`config.mk`:
```
export PLATFORM = sky130hd
export DESIGN_NAME = ats_seq
export DESIGN_NICKNAME = d
export VERILOG_FILES = /design/src/inc/ats_pkg.sv /design/src/verilog/ats_line_edge.sv /design/src/verilog/ats_seq.sv
export SDC_FILE = /design/constraint.sdc
export NUM_CORES = 1
export LEC_CHECK = 0
export BUFFER_PORTS_ARGS = -buffer_cell sky130_fd_sc_hd__buf_2
export CAP_MARGIN = 0
export CORE_MARGIN = 2
export CORE_UTILIZATION = 25
export CTS_BUF_LIST = sky130_fd_sc_hd__clkbuf_4 sky130_fd_sc_hd__clkbuf_8
export CTS_CLUSTER_SIZE = 8
export DETAILED_ROUTE_END_ITERATION = 16
export SLEW_MARGIN = 30
export SYNTH_ARGS = -nofsm -noshare
export SYNTH_HDL_FRONTEND = slang
export SYNTH_SLANG_ARGS = --single-unit
```
`constraint.sdc`:
```
create_clock -name pclk -period 13.5 [get_ports pclk]
set_clock_uncertainty 0.2 [all_clocks]
set_input_delay 1.35 -clock pclk [delete_from_list [all_inputs] [get_ports pclk]]
set_output_delay 1.35 -clock pclk [all_outputs]
set_load 0.005 [all_outputs]
```
`src/inc/ats_pkg.sv`:
```
// Shared constants, types and helpers of the acquisition trigger sequencer
package ats_pkg;

  // Register byte offsets on the APB
  localparam logic [7:0] OFS_CTRL   = 8'h00;
  localparam logic [7:0] OFS_BURST  = 8'h04;
  localparam logic [7:0] OFS_PERIOD = 8'h08;
  localparam logic [7:0] OFS_MINPER = 8'h0C;
  localparam logic [7:0] OFS_CMD    = 8'h10;
  localparam logic [7:0] OFS_STATUS = 8'h14;
  localparam logic [7:0] OFS_FRAMES = 8'h18;
  localparam logic [7:0] OFS_MISSED = 8'h1C;

  // Widths
  localparam int NLINE    = 4;
  localparam int CTRL_W   = 12;
  localparam int CNT_W    = 16;
  localparam int STAT_LSB = 16;

  // Command bits
  localparam int CMD_AS_BIT = 0;
  localparam int CMD_FS_BIT = 1;

  // Reset values, increment steps and the saturation limit
  localparam logic [CTRL_W-1:0] CTRL_RST   = 12'h000;
  localparam logic [CNT_W-1:0]  BURST_RST  = 16'h0001;
  localparam logic [31:0]       PERIOD_RST = 32'h0000_03E8;
  localparam logic [31:0]       MINPER_RST = 32'h0000_0010;
  localparam logic [CNT_W-1:0]  CNT_ONE    = 16'h0001;
  localparam logic [31:0]       WORD_ONE   = 32'h0000_0001;
  localparam logic [31:0]       WORD_MAX   = 32'hFFFF_FFFF;

  // Control register layout, bit 0 is acq_en
  typedef struct packed {
    logic [1:0] fs_line;
    logic [1:0] as_line;
    logic       rate_en;
    logic       fs_fall;
    logic       fs_sw;
    logic       fs_mode;
    logic       as_fall;
    logic       as_sw;
    logic       as_mode;
    logic       acq_en;
  } ats_ctrl_s;

  // Trigger events of one cycle
  typedef struct packed {
    logic as_ev;
    logic fs_ev;
  } ats_evt_s;

  // Acquisition status
  typedef enum logic [2:0] {
    ST_IDLE    = 3'b001,
    ST_WAIT_AS = 3'b010,
    ST_WAIT_FS = 3'b100
  } ats_state_e;

  // Picks the selected line's rising or falling edge pulse
  function automatic logic ats_sel_edge(input logic [NLINE-1:0] rise,
                                        input logic [NLINE-1:0] fall,
                                        input logic [1:0]       sel,
                                        input logic             use_fall);
    ats_sel_edge = use_fall ? fall[sel] : rise[sel];
  endfunction : ats_sel_edge

  // Larger of two periods
  function automatic logic [31:0] ats_max(input logic [31:0] a,
                                          input logic [31:0] b);
    ats_max = (a > b) ? a : b;
  endfunction : ats_max

endpackage : ats_pkg

```
`src/verilog/ats_line_edge.sv`:
```
// Input line synchroniser and edge detector
`timescale 1ns/1ps
module ats_line_edge
  import ats_pkg::*;
(
  // Clock and reset
  input  wire logic             pclk,
  input  wire logic             presetn,
  // Raw input lines
  input  wire logic [NLINE-1:0] line_i,
  // Edge pulses, one cycle each
  output logic      [NLINE-1:0] rise,
  output logic      [NLINE-1:0] fall
);

  logic [NLINE-1:0] sync1_r;
  logic [NLINE-1:0] sync2_r;
  logic [NLINE-1:0] prev_r;
  logic [NLINE-1:0] sync1_nxt;
  logic [NLINE-1:0] sync2_nxt;
  logic [NLINE-1:0] prev_nxt;

  // Two-stage synchroniser, then a history stage for edges
  always_comb begin
    sync1_nxt = line_i;
    sync2_nxt = sync1_r;
    prev_nxt  = sync2_r;
  end

  always_ff @(posedge pclk or negedge presetn) begin
    if (!presetn) begin
      sync1_r <= '0;
      sync2_r <= '0;
      prev_r  <= '0;
    end else begin
      sync1_r <= sync1_nxt;
      sync2_r <= sync2_nxt;
      prev_r  <= prev_nxt;
    end
  end

  // Edges only from synchronised stages
  assign rise = sync2_r & ~prev_r;
  assign fall = ~sync2_r & prev_r;

endmodule : ats_line_edge

```
`src/verilog/ats_seq.sv`:
```
// Acquisition and frame start trigger sequencer with APB registers
`timescale 1ns/1ps

module ats_seq
  import ats_pkg::*;
(
  // Clock and reset
  input  wire logic             pclk,
  input  wire logic             presetn,
  // APB slave
  input  wire logic             psel,
  input  wire logic             penable,
  input  wire logic             pwrite,
  input  wire logic [7:0]       paddr,
  input  wire logic [31:0]      pwdata,
  output logic      [31:0]      prdata,
  output logic                  pready,
  output logic                  pslverr,
  // External trigger lines
  input  wire logic [NLINE-1:0] line_i,
  // Sequencer outputs
  output logic                  frame_start_o,
  output logic                  wait_as_o,
  output logic                  wait_fs_o
);

  // Register state
  ats_ctrl_s        ctrl_r;
  ats_ctrl_s        ctrl_nxt;
  logic [CNT_W-1:0] burst_r;
  logic [CNT_W-1:0] burst_nxt;
  logic [31:0]      period_r;
  logic [31:0]      period_nxt;
  logic [31:0]      minper_r;
  logic [31:0]      minper_nxt;
  logic             sw_as_r;
  logic             sw_as_nxt;
  logic             sw_fs_r;
  logic             sw_fs_nxt;
  logic [31:0]      prdata_r;
  logic [31:0]      prdata_nxt;
  logic             pready_r;
  logic             pready_nxt;
  logic             pslverr_r;
  logic             pslverr_nxt;

  // Sequencer state
  ats_state_e       state_r;
  ats_state_e       state_nxt;
  logic [CNT_W-1:0] cnt_r;
  logic [CNT_W-1:0] cnt_nxt;
  logic [31:0]      timer_r;
  logic [31:0]      timer_nxt;
  logic [31:0]      frames_r;
  logic [31:0]      frames_nxt;
  logic [31:0]      missed_r;
  logic [31:0]      missed_nxt;
  logic             frame_r;
  logic             frame_nxt;
  logic             wait_as_r;
  logic             wait_as_nxt;
  logic             wait_fs_r;
  logic             wait_fs_nxt;

  // Combinational helpers
  logic [NLINE-1:0] rise;
  logic [NLINE-1:0] fall;
  logic             as_line_hit;
  logic             fs_line_hit;
  logic             fs_ext_ev;
  logic [31:0]      eff_per;
  logic             pace_due;
  logic [CNT_W-1:0] burst_eff;
  logic             last_frame;
  logic             frame_acc;
  logic             as_acc;
  ats_evt_s         evt;
  logic             setup;
  logic             acc_wr;
  logic             mapped;

  // Line synchronisers and edge detection
  ats_line_edge u_edge (
    .pclk    (pclk),
    .presetn (presetn),
    .line_i  (line_i),
    .rise    (rise),
    .fall    (fall)
  );

  // Trigger event selection and pacing
  always_comb begin
    as_line_hit = ats_sel_edge(rise, fall, ctrl_r.as_line, ctrl_r.as_fall);
    fs_line_hit = ats_sel_edge(rise, fall, ctrl_r.fs_line, ctrl_r.fs_fall);
    // Pacing never beats the minimum period
    eff_per  = ctrl_r.rate_en ? ats_max(period_r, minper_r) : minper_r;
    pace_due = (timer_r >= eff_per);
    // Internal start when mode off, else line edge or command
    evt.as_ev = ctrl_r.as_mode
              ? (ctrl_r.as_sw ? sw_as_r : as_line_hit) : 1'b1;
    fs_ext_ev = ctrl_r.fs_sw ? sw_fs_r : fs_line_hit;
    evt.fs_ev = ctrl_r.fs_mode ? fs_ext_ev : pace_due;
    burst_eff  = (burst_r == '0) ? CNT_ONE : burst_r;
    last_frame = ((cnt_r + CNT_ONE) >= burst_eff) || (cnt_r == '1);
    // Acceptance gated by the state
    as_acc    = (state_r == ST_WAIT_AS) && ctrl_r.acq_en && evt.as_ev;
    frame_acc = (state_r == ST_WAIT_FS) && ctrl_r.acq_en && evt.fs_ev;
  end

  // Sequencer next state
  always_comb begin
    state_nxt  = state_r;
    cnt_nxt    = cnt_r;
    timer_nxt  = (timer_r == WORD_MAX) ? timer_r : timer_r + WORD_ONE;
    frames_nxt = frames_r;
    missed_nxt = missed_r;
    frame_nxt  = 1'b0;
    case (state_r)
      ST_IDLE: begin
        if (ctrl_r.acq_en) begin
          state_nxt = ST_WAIT_AS;
        end
      end
      ST_WAIT_AS: begin
        if (!ctrl_r.acq_en) begin
          state_nxt = ST_IDLE;
        end else if (as_acc) begin
          state_nxt = ST_WAIT_FS;
          cnt_nxt   = '0;
        end
      end
      ST_WAIT_FS: begin
        if (!ctrl_r.acq_en) begin
          state_nxt = ST_IDLE;
        end else if (frame_acc) begin
          cnt_nxt    = cnt_r + CNT_ONE;
          timer_nxt  = '0;
          frames_nxt = frames_r + WORD_ONE;
          frame_nxt  = 1'b1;
          if (last_frame) begin
            state_nxt = ST_WAIT_AS;
          end
        end
      end
      default: begin
        state_nxt = ST_IDLE;
      end
    endcase
    // External frame starts outside waiting-for-frame-start are dropped
    if (ctrl_r.fs_mode && fs_ext_ev && (state_r != ST_WAIT_FS)) begin
      missed_nxt = missed_r + WORD_ONE;
    end
    wait_as_nxt = (state_nxt == ST_WAIT_AS);
    wait_fs_nxt = (state_nxt == ST_WAIT_FS);
  end

  always_ff @(posedge pclk or negedge presetn) begin
    if (!presetn) begin
      state_r   <= ST_IDLE;
      cnt_r     <= '0;
      timer_r   <= '0;
      frames_r  <= '0;
      missed_r  <= '0;
      frame_r   <= 1'b0;
      wait_as_r <= 1'b0;
      wait_fs_r <= 1'b0;
    end else begin
      state_r   <= state_nxt;
      cnt_r     <= cnt_nxt;
      timer_r   <= timer_nxt;
      frames_r  <= frames_nxt;
      missed_r  <= missed_nxt;
      frame_r   <= frame_nxt;
      wait_as_r <= wait_as_nxt;
      wait_fs_r <= wait_fs_nxt;
    end
  end

  // APB decode, register writes and registered read answer
  always_comb begin
    setup  = psel && !penable;
    acc_wr = psel && penable && pready_r && pwrite;
    mapped = (paddr == OFS_CTRL)   || (paddr == OFS_BURST)  ||
             (paddr == OFS_PERIOD) || (paddr == OFS_MINPER) ||
             (paddr == OFS_CMD)    || (paddr == OFS_STATUS) ||
             (paddr == OFS_FRAMES) || (paddr == OFS_MISSED);
    ctrl_nxt   = ctrl_r;
    burst_nxt  = burst_r;
    period_nxt = period_r;
    minper_nxt = minper_r;
    sw_as_nxt  = 1'b0;
    sw_fs_nxt  = 1'b0;
    if (acc_wr) begin
      case (paddr)
        OFS_CTRL:   ctrl_nxt   = ats_ctrl_s'(pwdata[CTRL_W-1:0]);
        OFS_BURST:  burst_nxt  = pwdata[CNT_W-1:0];
        OFS_PERIOD: period_nxt = pwdata;
        OFS_MINPER: minper_nxt = pwdata;
        OFS_CMD: begin
          sw_as_nxt = pwdata[CMD_AS_BIT];
          sw_fs_nxt = pwdata[CMD_FS_BIT];
        end
        default: begin
        end
      endcase
    end
    pready_nxt  = setup;
    pslverr_nxt = setup && !mapped;
    prdata_nxt  = '0;
    if (setup && !pwrite) begin
      case (paddr)
        OFS_CTRL:   prdata_nxt = {{(32-CTRL_W){1'b0}}, ctrl_r};
        OFS_BURST:  prdata_nxt = {{(32-CNT_W){1'b0}}, burst_r};
        OFS_PERIOD: prdata_nxt = period_r;
        OFS_MINPER: prdata_nxt = minper_r;
        OFS_STATUS: prdata_nxt = {cnt_r, {(STAT_LSB-3){1'b0}}, state_r};
        OFS_FRAMES: prdata_nxt = frames_r;
        OFS_MISSED: prdata_nxt = missed_r;
        default:    prdata_nxt = '0;
      endcase
    end
  end

  always_ff @(posedge pclk or negedge presetn) begin
    if (!presetn) begin
      ctrl_r    <= ats_ctrl_s'(CTRL_RST);
      burst_r   <= BURST_RST;
      period_r  <= PERIOD_RST;
      minper_r  <= MINPER_RST;
      sw_as_r   <= 1'b0;
      sw_fs_r   <= 1'b0;
      prdata_r  <= '0;
      pready_r  <= 1'b0;
      pslverr_r <= 1'b0;
    end else begin
      ctrl_r    <= ctrl_nxt;
      burst_r   <= burst_nxt;
      period_r  <= period_nxt;
      minper_r  <= minper_nxt;
      sw_as_r   <= sw_as_nxt;
      sw_fs_r   <= sw_fs_nxt;
      prdata_r  <= prdata_nxt;
      pready_r  <= pready_nxt;
      pslverr_r <= pslverr_nxt;
    end
  end

  // Outputs straight from flops
  assign prdata        = prdata_r;
  assign pready        = pready_r;
  assign pslverr       = pslverr_r;
  assign frame_start_o = frame_r;
  assign wait_as_o     = wait_as_r;
  assign wait_fs_o     = wait_fs_r;
endmodule : ats_seq

```
Word-level counts from Yosys, hierarchy flattened
Cells that the tools add are included.
{ "word_totals": {"wordCells": 135, "in_bits": 49, "ff_bits": 258} }
{ "classes": {"addsub": 4, "n_reduce_logical": 32, "magnitude_cmp": 5, "n_eq_ne": 19, "n_mux": 42, "n_bitwise": 4} }
{ "ops": {"columns": ["cell", "n"], "rows": [
  ["$mux 32", 7],
  ["$pmux 32 s7", 1],
  ["$add 32x1->32 const B", 3],
  ["$mux 16", 5],
  ["$eq 32x32->1 const B", 1],
  ["$eq 8x5->1 const B", 4],
  ["$ge 32x32->1", 1],
  ["$gt 32x32->1", 1],
  ["$pmux 16 s2", 1],
  ["$mux 3", 6],
  ["$mux 1", 17],
  ["$add 16x1->16 const B", 1],
  ["$eq 16x16->1 const B", 1],
  ["$eq 8x4->1 const B", 2],
  ["$ge 16x16->1", 1],
  ["$logic_not 16->1", 1],
  ["$logic_and 1x1->1", 12],
  ["$pmux 3 s3", 1],
  ["$and 4x4->4", 2],
  ["$bmux 1 s2", 4],
  ["$eq 8x3->1 const B", 1],
  ["$logic_not 8->1", 1],
  ["$logic_or 1x1->1", 8],
  ["$ne 2x2->1 const B", 4],
  ["other kinds (11)", 20]
]} }

Logic depth before layout (Yosys ltp)
Gate-level depths: netlist of run 1.
{ "logic_depth": {"word_depth": 12, "depth_mapped": 21, "ltp_nobuf": 18} }

By module
Synthesis of run 1 repeated with hierarchy kept, for this count alone.
{ "hier_totals": {"cells_unflattened": 1314, "hier_area_um2": 14169.8} }
{ "modules_own_cells": {"columns": ["mod", "n_inst", "area_per_inst_um2", "seq_area_each_um2", "cells_per_inst"], "rows": [
  ["ats_seq", 1, 13799.5, 6167.2, 1294],
  ["ats_line_edge", 1, 370.4, 300.3, 20]
]} }

Worst setup path after synthesis of run 1
No wires, ideal clock.
{ "synth_timing": {"kind": "register to register", "startpoint": "reg period_r[19]", "endpoint": "reg frames_r[1]", "slack_ns": 8.617, "path_buffers": 2, "synth_period_minus_slack_ns": 4.883, "arrival_ns": 4.555, "path_stages_with_launch": 19, "setup_ns": 0.127, "cell_sequence": "dfrtp_1 ha_1 a2111oi_0 o21ai_0 a311o_1 o211ai_1 a31oi_1 clkbuf_1 mux2i_1 ha_1 and4_1 nand4_1 or4_1 nor3_1 or4b_1 buf_4 nand2_4 inv_2 mux2_1"} }
{ "synth_between": {"elab_chain_len": 7} }
{ "synth_lines": {"columns": ["item", "line_no", "text"], "rows": [
  ["start, declared", "ats_seq.sv:32", "logic [31:0] period_r;"],
  ["start signal, assigned", "ats_seq.sv:238", "period_r <= period_nxt;"],
  ["$gt 32x32->1", "ats_pkg.sv:71", "ats_max = (a > b) ? a : b;"],
  ["$mux 32 (*)", "ats_pkg.sv:71", null],
  ["$mux 32 (*)", "ats_seq.sv:96", "eff_per = ctrl_r.rate_en ? ats_max(period_r, minper_r) : minper_r;"],
  ["$ge 32x32->1 (*)", "ats_seq.sv:97", "pace_due = (timer_r >= eff_per);"],
  ["$mux 1 (*)", "ats_seq.sv:102", "evt.fs_ev = ctrl_r.fs_mode ? fs_ext_ev : pace_due;"],
  ["$logic_and 1x1->1 (*)", "ats_seq.sv:107", "frame_acc = (state_r == ST_WAIT_FS) && ctrl_r.acq_en && evt.fs_ev;"],
  ["$reduce_and 3->1 (no source line) (*)", null, null],
  ["end signal, assigned", "ats_seq.sv:171", "frames_r <= frames_nxt;"],
  ["end, declared", "ats_seq.sv:54", "logic [31:0] frames_r;"]
]} }
Mark *: on every way between the ends. The rest lies on a longest branch, timed or not.
A chain may end at the register's enable or synchronous reset.

Worst setup path after layout of run 1
{ "layout_timing": {"startpoint": "reg minper_r[30]", "endpoint": "reg frames_r[1]"} }
{ "layout_between": {"elab_chain_len": 7} }
{ "layout_lines": {"columns": ["item", "line_no", "text"], "rows": [
  ["start, declared", "ats_seq.sv:34", "logic [31:0] minper_r;"],
  ["start signal, assigned", "ats_seq.sv:239", "minper_r <= minper_nxt;"],
  ["$gt 32x32->1", "ats_pkg.sv:71", null],
  ["$mux 32", "ats_pkg.sv:71", null],
  ["$mux 32 (*)", "ats_seq.sv:96", null],
  ["$ge 32x32->1 (*)", "ats_seq.sv:97", null],
  ["$mux 1 (*)", "ats_seq.sv:102", null],
  ["$logic_and 1x1->1 (*)", "ats_seq.sv:107", null],
  ["$reduce_and 3->1 (no source line) (*)", null, null]
]} }
Marked as above.

==> impl_summary.txt, run 1 <==
----------------------------------------------------
[Outcome]
  Run status ... completed

[Route]
  Pre-antenna DRT Iters ... 6
  Routed length per placed instance ... 19.04 um
  Count of nets left with antenna violations after detail routing ... 0
  Vias per cell ... about 5.0
  Remaining design rule violation count ... 0
  Total wire length after detailed routing ... 42200 um
  First DRT Iteration DRCs ... approximately 800
  Via count ... 11094

[Min path]
  Worst hold path startpoint ... u_edge.sync1_r[3]$_DFF_PN0_
  Worst Hold Class ... flop to flop
  Min-Delay Path Depth ... 0
  End point of the worst hold path ... u_edge.prev_nxt[3]$_DFF_PN0_

[Worst setup path]
  Required time reported for the critical path endpoint ... 13.78 ns
  Worst Setup SP ... minper_r[30]$_DFFE_PN0P_
  Crit Path Max Fanout ... 34
  Path type of the worst setup path ... flop to flop
  Largest incremental delay on the critical path ... between 0.6 and 0.7 ns
  CP Launch Type ... flop
  Worst path cell trace ... inv_1 > ha_1 > nand4_1 > nor3_1 > nand2_1 > a31o_2 > a31oi_4 > mux2i_1 > ha_1 > and4_1 > nand4_1 > or4_1 > nor3_1 > or4b_1 > nand2_4 > inv_2 > mux2_1
  Worst R2R Start ... minper_r[30]$_DFFE_PN0P_
  Critical path's top delay family ... simple AND/OR/NAND/NOR gates
  Destination of the worst register-to-register timing path ... frames_r[1]$_DFFE_PN0P_
  Reg-to-reg setup timing slack ... 7.42 ns
  Master of the slowest instance on the critical path ... sky130_fd_sc_hd__or4_1
  Worst reg-to-reg path cell count ... 17
  Critical path buffers and inverters ... 2
  Kind of end point of the critical path ... flop
  Critical path data arrival time ... roughly 6.4 ns

[Clocking]
  TritonCTS clock tree ... yes
  TritonCTS buffer count ... 43
  Total number of clock tree sinks ... approximately 260
  CTS root buffer ... sky130_fd_sc_hd__clkbuf_8
  Skew-Pair Late Insertion Delay ... between 0.6 and 0.7 ns
  Maximum number of buffers from clock root to sink ... 3
  Post-cts repair resize count ... 0
  Reg clk slew, reported paths ... about 0.07 ns
  H-tree depth ... 2
  Post-CTS Setup Repair Bufs ... 0
  CTS Hold Buffers Added ... 0

[Timing]
  Setup violation total in the final timing report ... 0
  Relative slew slack ... between 30% and 40%
  Sum of negative setup slack ... 0 ns
  Final Slew Violations ... 0
  Fin crit period ... 6.083 ns
  Unrepaired setup endpoints after global routing ... no
  Worst-Margin Slew ... around 1 ns
  Post-route worst hold slack ... roughly 0.14 ns
  Final Cycle Share ... around 45%
  Achievable Freq ... approximately 160 MHz
  Number of hold-slack violations in the final timing report ... 0

[Pwr]
  Total Power Consumption ... ~1.6 mW
  IR Drop Worst-Case VDD ... about 0.076 mV
  Power per standard cell area ... 95.79 nW/um^2
  Leakage ... approximately 7.6 nW

[Floorplan]
  Die Width ... roughly 240 um
  Core ar. ... around 56000 um^2
  Starting density of the core ... ~25%
  Chip height ... ~240 um
  Floorplan row count ... 87
  Total I/O pin count ... 86
  Total Die Area ... 58850 um^2

[Place]
  IO Port Bufs ... 85
  Total instance count after detailed placement ... around 2100
  Final estimated routing congestion in global placement ... 0.8670
  DPL Wire Length ... approximately 31000 um

[Synth]
  EDFF count, synth ... 0
  Synth Area per Inst ... around 11 um^2
  Most area-hungry cell type in the Yosys netlist ... sky130_fd_sc_hd__dfrtp_1
  Yosys warns ... 0
  Post-synthesis instance area ... 14230 um^2
  Commonest register cell after synthesis ... sky130_fd_sc_hd__dfrtp_1
  Largest cells by area after synthesis ... sky130_fd_sc_hd__dfrtp_1 44%, sky130_fd_sc_hd__mux2_2 8.9%, sky130_fd_sc_hd__ha_1 7.4%
  Synthesized instance count ... approximately 1300
  Async set or reset register ratio after synthesis ... 100.0%
  Part of the Yosys area used for sequential elements ... a little under half
  Seq cells post-synth ... around 260
  Most numerous cell types in the synthesized netlist ... 249 x sky130_fd_sc_hd__dfrtp_1, 112 x sky130_fd_sc_hd__mux2_2, 106 x sky130_fd_sc_hd__nand2_1
  Library cells used by synthesis ... slightly above 70
  Most frequent cell after synthesis ... sky130_fd_sc_hd__dfrtp_1
  Fraction of post-synthesis cell area in the top cell type by area ... 43.78%
  Synthesized netlist net count ... around 1500

[Global routing]
  Gr usage total ... between 10% and 20%
  Met1 usage ... 20.66%
  Most heavily used metal layer in global routing ... met2
  Via count of the first global-routing pass ... about 11000
  Maximum number of pins on one net before global-route repair ... 116
  First-pass GRT wire length ... about 66000 um
  Met2 capacity usage during global routing ... about a fifth
  Met3 Track Usage GR ... ~2.9%
  Antenna violations before repair ... 1
  Overflow left after global routing ... 0

[Layout]
  Footprint of the flip-flops and latches ... 6467 um^2
  Filler Cells Inserted ... 5897
  Fin util ... approximately 29%
  Layout overhead on the synthesized area ... 15.94%
  Share of layout cells above drive strength 1 ... a little under a quarter
  Antenna diode count ... 0
  Count of nets after finishing ... about 1600
  Final cell count without fillers ... between 2000 and 2500
  Area occupied by multi-input gates ... 7391 um^2

[Job]
  Max-capacitance violation count ... 0

----------------------------------------------------
==> logic make-up (layout without fill, tap and decap cells) <==
kind of cell | Yosys count | in the layout | share of synthesized area (%)
buf+inv | 115 | 237 | 3.209
flops | 258 | 258 | 45.45
simple gates | 386 | 386 | 14.13
mux | 152 | 152 | 11.86
compound gates | 239 | 239 | 11.57
fa+ha+maj | 84 | 84 | 7.385
xor+xnor | 104 | 104 | 6.401
==> flip-flops by register name, summed over array words and instances, names as in the netlist, 4 cells and up <==
register and flops:
ctrl_r 12, cnt_r 16, u_edge.prev_nxt 4, burst_r 16, u_edge.sync1_r 4, timer_r 32, missed_r 32, prdata 32
period_r 32, frames_r 32, u_edge.prev_r 4, minper_r 32
==> layout make-up <==
cell class | count | share of cell area, %
Sequential cell | 258 | 39.20
Timing Repair Buffer | 98 | 3.397
Tap cell | 756 | 5.733
Clock inverter | 7 | 0.4702
Inverter | 64 | 1.456
Clock buffer | 68 | 4.952
Multi-Input combinational cell | 965 | 44.79
==> layout by cell type (no fill, tap or decap), types with 22 or more instances in the layout <==
master / synthesis / final
sky130_fd_sc_hd__o21ai_0: 27 / 27
sky130_fd_sc_hd__nand3_1: 50 / 48
sky130_fd_sc_hd__nand2_1: 106 / 106
sky130_fd_sc_hd__mux2i_1: 37 / 37
sky130_fd_sc_hd__nor3_1: 25 / 23
sky130_fd_sc_hd__xor2_1: 69 / 69
sky130_fd_sc_hd__clkbuf_8: 0 / 49
sky130_fd_sc_hd__a22oi_1: 22 / 22
sky130_fd_sc_hd__a222oi_1: 22 / 22
sky130_fd_sc_hd__buf_2: 7 / 84
sky130_fd_sc_hd__dfrtp_1: 249 / 249
sky130_fd_sc_hd__ha_1: 84 / 84
sky130_fd_sc_hd__xnor2_1: 35 / 35
sky130_fd_sc_hd__mux2_2: 112 / 112
sky130_fd_sc_hd__a21oi_1: 68 / 68
sky130_fd_sc_hd__nor2_1: 70 / 67
sky130_fd_sc_hd__inv_1: 63 / 63
sky130_fd_sc_hd__and3_1: 27 / 27
==> metal layers <==
metal,wire [um],part of all wire [%]
met1,20120,48
met5,0,0
met4,1018,2.4
met2,18040,43
met3,3023,7.2
==> power by group <==
part,internal (mW),switching [mW]
combinational,0.0166,0.0416
clock,0.405,0.337
sequential,0.777,0.00307
==> worst max-delay path by stage <==
stage / end / slack, ns / depth (start not counted)
5_1_grt: frames_r[1]$_DFFE_PN0P_ / 7.04 / 17
2_1_floorplan: frames_r[1]$_DFFE_PN0P_ / 8.62 / 18
6_report: frames_r[1]$_DFFE_PN0P_ / 7.42 / 17
3_3_place_gp: frames_r[1]$_DFFE_PN0P_ / 7.61 / 16
4_1_cts: frames_r[1]$_DFFE_PN0P_ / 7.52 / 17
3_5_place_dp: frames_r[1]$_DFFE_PN0P_ / 7.50 / 17
==> through the flow <==
step	worst slack (ns)	instance area [um^2]
floorplan	8.617	14230
global placement	7.614	15540
detailed placement	7.496	15550
CTS	7.516	16440
global route	7.040	16500
finish	7.417	16500
Power figures use the tool's default switching activity.
==> inputs of run 2 (changes only) <==
==> constraint.sdc (replaced) <==
create_clock -name pclk -period 5.3 [get_ports pclk]
set_clock_uncertainty 0.2 [all_clocks]
set_input_delay 0.53 -clock pclk [delete_from_list [all_inputs] [get_ports pclk]]
set_output_delay 0.53 -clock pclk [all_outputs]
set_load 0.005 [all_outputs]
==> run 2 against run 1 <==
- sequential power rose to 2.6 times the previous value
- final cell count increased by 2.1%
- global-route usage fell by 0.062 points
- via count grew 1.1%
- worst hold slack got worse by 0.11 ns
- sequential share of layout area shrank 1.3 points
- wire length up 0.63%
- die area is the same
- critical endpoint is now state_r[2]$_DFF_PN0_
- non-clock buffer count rose by 42
- utilization up 1.0 points
- sequential cell count is the same
- first-iteration DRC count is 38% higher
==> impl_summary.txt, run 2 (synthesis gave the netlist of run 1 again) <==
----------------------------------------------------
[Route]
  Met3 routed WL ... 3648 um
  Routed length per placed instance ... roughly 19 um
  Met2 routed wirelength ... approximately 18000 um
  Via count ... around 11000
  Pre-antenna DRT Iters ... 7
  Remaining design rule violation count ... 0
  Vias per cell ... 4.959
  Total wire length after detailed routing ... approximately 42000 um
  WL met1 ... about 20000 um
  First DRT Iteration DRCs ... about 1100
  Count of nets left with antenna violations after detail routing ... 0
  Highest signal layer in the routed design ... met4

[Worst setup path]
  Required time reported for the critical path endpoint ... between 5 and 6 ns
  Worst path cell trace ... ha_1 > a2111oi_2 > o21ai_0 > a311o_1 > o211ai_1 > a31oi_4 > buf_4 > mux2i_1 > ha_1 > and4_1 > nand4_1 > or4_1 > nor2_2 > nor4b_4 > buf_4 > buf_4 > nor3_2 > o21ai_0
  Path type of the worst setup path ... flop to flop
  Critical path buffers and inverters ... 3
  Critical path's top delay family ... simple AND/OR/NAND/NOR gates
  Crit Path Max Fanout ... 11
  Master of the slowest instance on the critical path ... sky130_fd_sc_hd__or4_1
  CP Launch Type ... flop
  Largest incremental delay on the critical path ... 0.58 ns
  Kind of end point of the critical path ... flop
  CP dominant cell by count ... sky130_fd_sc_hd__buf_4
  Critical path data arrival time ... 5.29 ns

[Clocking]
  TritonCTS buffer count ... 45
  Total number of clock tree sinks ... ~260
  Maximum number of buffers from clock root to sink ... 3
  TritonCTS clock tree ... yes
  Reg clk slew, reported paths ... around 0.06 ns
  CTS root buffer ... sky130_fd_sc_hd__clkbuf_8
  H-tree depth ... 2
  Skew-Pair Late Insertion Delay ... a little over 0.6 ns

[Timing]
  Final Slew Violations ... 0
  Post-route worst hold slack ... between 0.02 and 0.03 ns
  Worst-Margin Slew ... between 0.9 and 1 ns
  Setup violation total in the final timing report ... 0
  Number of hold-slack violations in the final timing report ... 0
  Fin crit period ... a little over 5 ns
  Final Cycle Share ... between 90 and 100%
  Achievable Freq ... between 150 and 200 MHz
  Relative slew slack ... 37.09%
  Final worst slack ... around 0.22 ns

[Pwr]
  Switching portion of total power ... between 20% and 30%
  Internal power summed over all cells ... 3.235 mW
  Share of total power in combinational logic ... 4.0%
  Clock power share ... 49.2%
  Leakage ... about 7.9 nW
  Switching component of the power ... just over 1 mW
  Sequential cell fraction of total power ... between 40% and 50%
  Power per standard cell area ... roughly 250 nW/um^2
  IR Drop Worst-Case VDD ... around 0.16 mV

[Layout]
  Filler Cells Inserted ... about 5900
  Count of nets after finishing ... roughly 1600
  Commonest cells after routing, fill and taps aside ... 249 x sky130_fd_sc_hd__dfrtp_1, 112 x sky130_fd_sc_hd__mux2_2, 106 x sky130_fd_sc_hd__nand2_1
  Most common cell after layout, fill and taps aside ... sky130_fd_sc_hd__dfrtp_1
  Layout overhead on the synthesized area ... 20.00%
  Share of layout cells above drive strength 1 ... roughly 24%
  Cell area after layout ... ~17000 um^2
  Antenna diode count ... 0
  Fin util ... between 30% and 40%

[Global routing]
  Overflow left after global routing ... 0
  First-pass GRT wire length ... between 60000 and 70000 um
  Via count of the first global-routing pass ... roughly 11000
  Gr usage total ... 14.20%
  Maximum number of pins on one net before global-route repair ... approximately 100
  Antenna violations before repair ... 1

[Place]
  Pre-CTS setup slack ... -0.1728 ns
  DPL Wire Length ... 30770 um
  Placed cell area ... between 15000 and 20000 um^2
  IO Port Bufs ... 85
  Final estimated routing congestion in global placement ... 0.8507

[Floorplan]
  Total Die Area ... 58850 um^2
  Die Width ... approximately 240 um
  Core ar. ... 56390 um^2
  Chip height ... around 240 um
  Total I/O pin count ... 86
  Starting density of the core ... 25.24%
  Floorplan row count ... 87

[Job]
  Max-capacitance violation count ... 0

[Outcome]
  Run status ... completed

[Min path]
  Worst Hold Class ... input pin to flop

----------------------------------------------------
## run 2: changes by cell type in the layout (fill, tap and decap cells not counted), sizes merged
cell         delta
dlygate4sd3    +22
buf            +19
clkinv          +3
bufinv          +2
clkbuf          +1
inv             -1
## run 2: worst paths after layout
check / endpoint / from / slack (ns) / cells after the start
min reg2reg: u_edge.prev_nxt[1]$_DFF_PN0_ / u_edge.sync1_r[1]$_DFF_PN0_ / 0.15 / 0
min: period_r[14]$_DFFE_PN0P_ / pwdata[14] / 0.03 / 2
min in group asynchronous: u_edge.prev_r[3]$_DFF_PN0_ / presetn / 0.33 / 2
max in group asynchronous: prdata[16]$_DFF_PN0_ / presetn / 3.44 / 3
max: state_r[2]$_DFF_PN0_ / period_r[19]$_DFFE_PN0P_ / 0.22 / 18
max reg2reg: state_r[2]$_DFF_PN0_ / period_r[19]$_DFFE_PN0P_ / 0.22 / 18
## run 2: power by group through the flow
stage	Combinational, mW	Sequential (mW)	Clock [mW]
finish	0.171	1.99	2.09
global route	0.188	1.99	2.23
CTS	0.167	1.99	2.13
detailed placement	0.154	2.02	0
global placement	0.152	2.02	0
floorplan	0.0512	2.02	0
## run 2: per-stage QoR
| stage | instances | TNS [ns] | power, mW |
|---|---|---|---|
| 2_1_floorplan | 1338 | 0 | 2.072 |
| 3_3_place_gp | 2153 | -0.8564 | 2.174 |
| 3_5_place_dp | 2153 | -1.739 | 2.176 |
| 4_1_cts | 2254 | 0 | 4.288 |
| 5_1_grt | 2262 | -0.1508 | 4.407 |
| 6_report | 2262 | 0 | 4.245 |
## run 2: area by class of cell
cell class              count  area, um^2  share of cell area [%]
clock inverters            11       151.4                  0.8865
multi-input cells         965        7436                   43.54
repair buffers            140       969.7                   5.678
clock buffers              68       867.1                   5.077
well taps                 756       945.9                   5.539
flip-flops and latches    258        6467                   37.87
inverters                  64       240.2                   1.407
## run 2: repair_timing
| action | 4_1_cts | 5_1_grt |
|---|---|---|
| buffers inserted | 0 | 5 |
| hold buffers | 22 | 0 |
| gates cloned | 0 | 1 |
| resized for setup | 3 | 13 |
| setup endpoints to repair | 34 | 82 |
| hold endpoints to repair | 119 | 0 |
| pin swaps | 0 | 2 |
## run 2: routing by layer
layer | global-route usage (%) | up-vias
met5 | 0 | -
met4 | 4.060 | 0
met3 | 3.571 | 63
met2 | 20.52 | 428
met1 | 20.75 | 5587
li1 | - | 5139
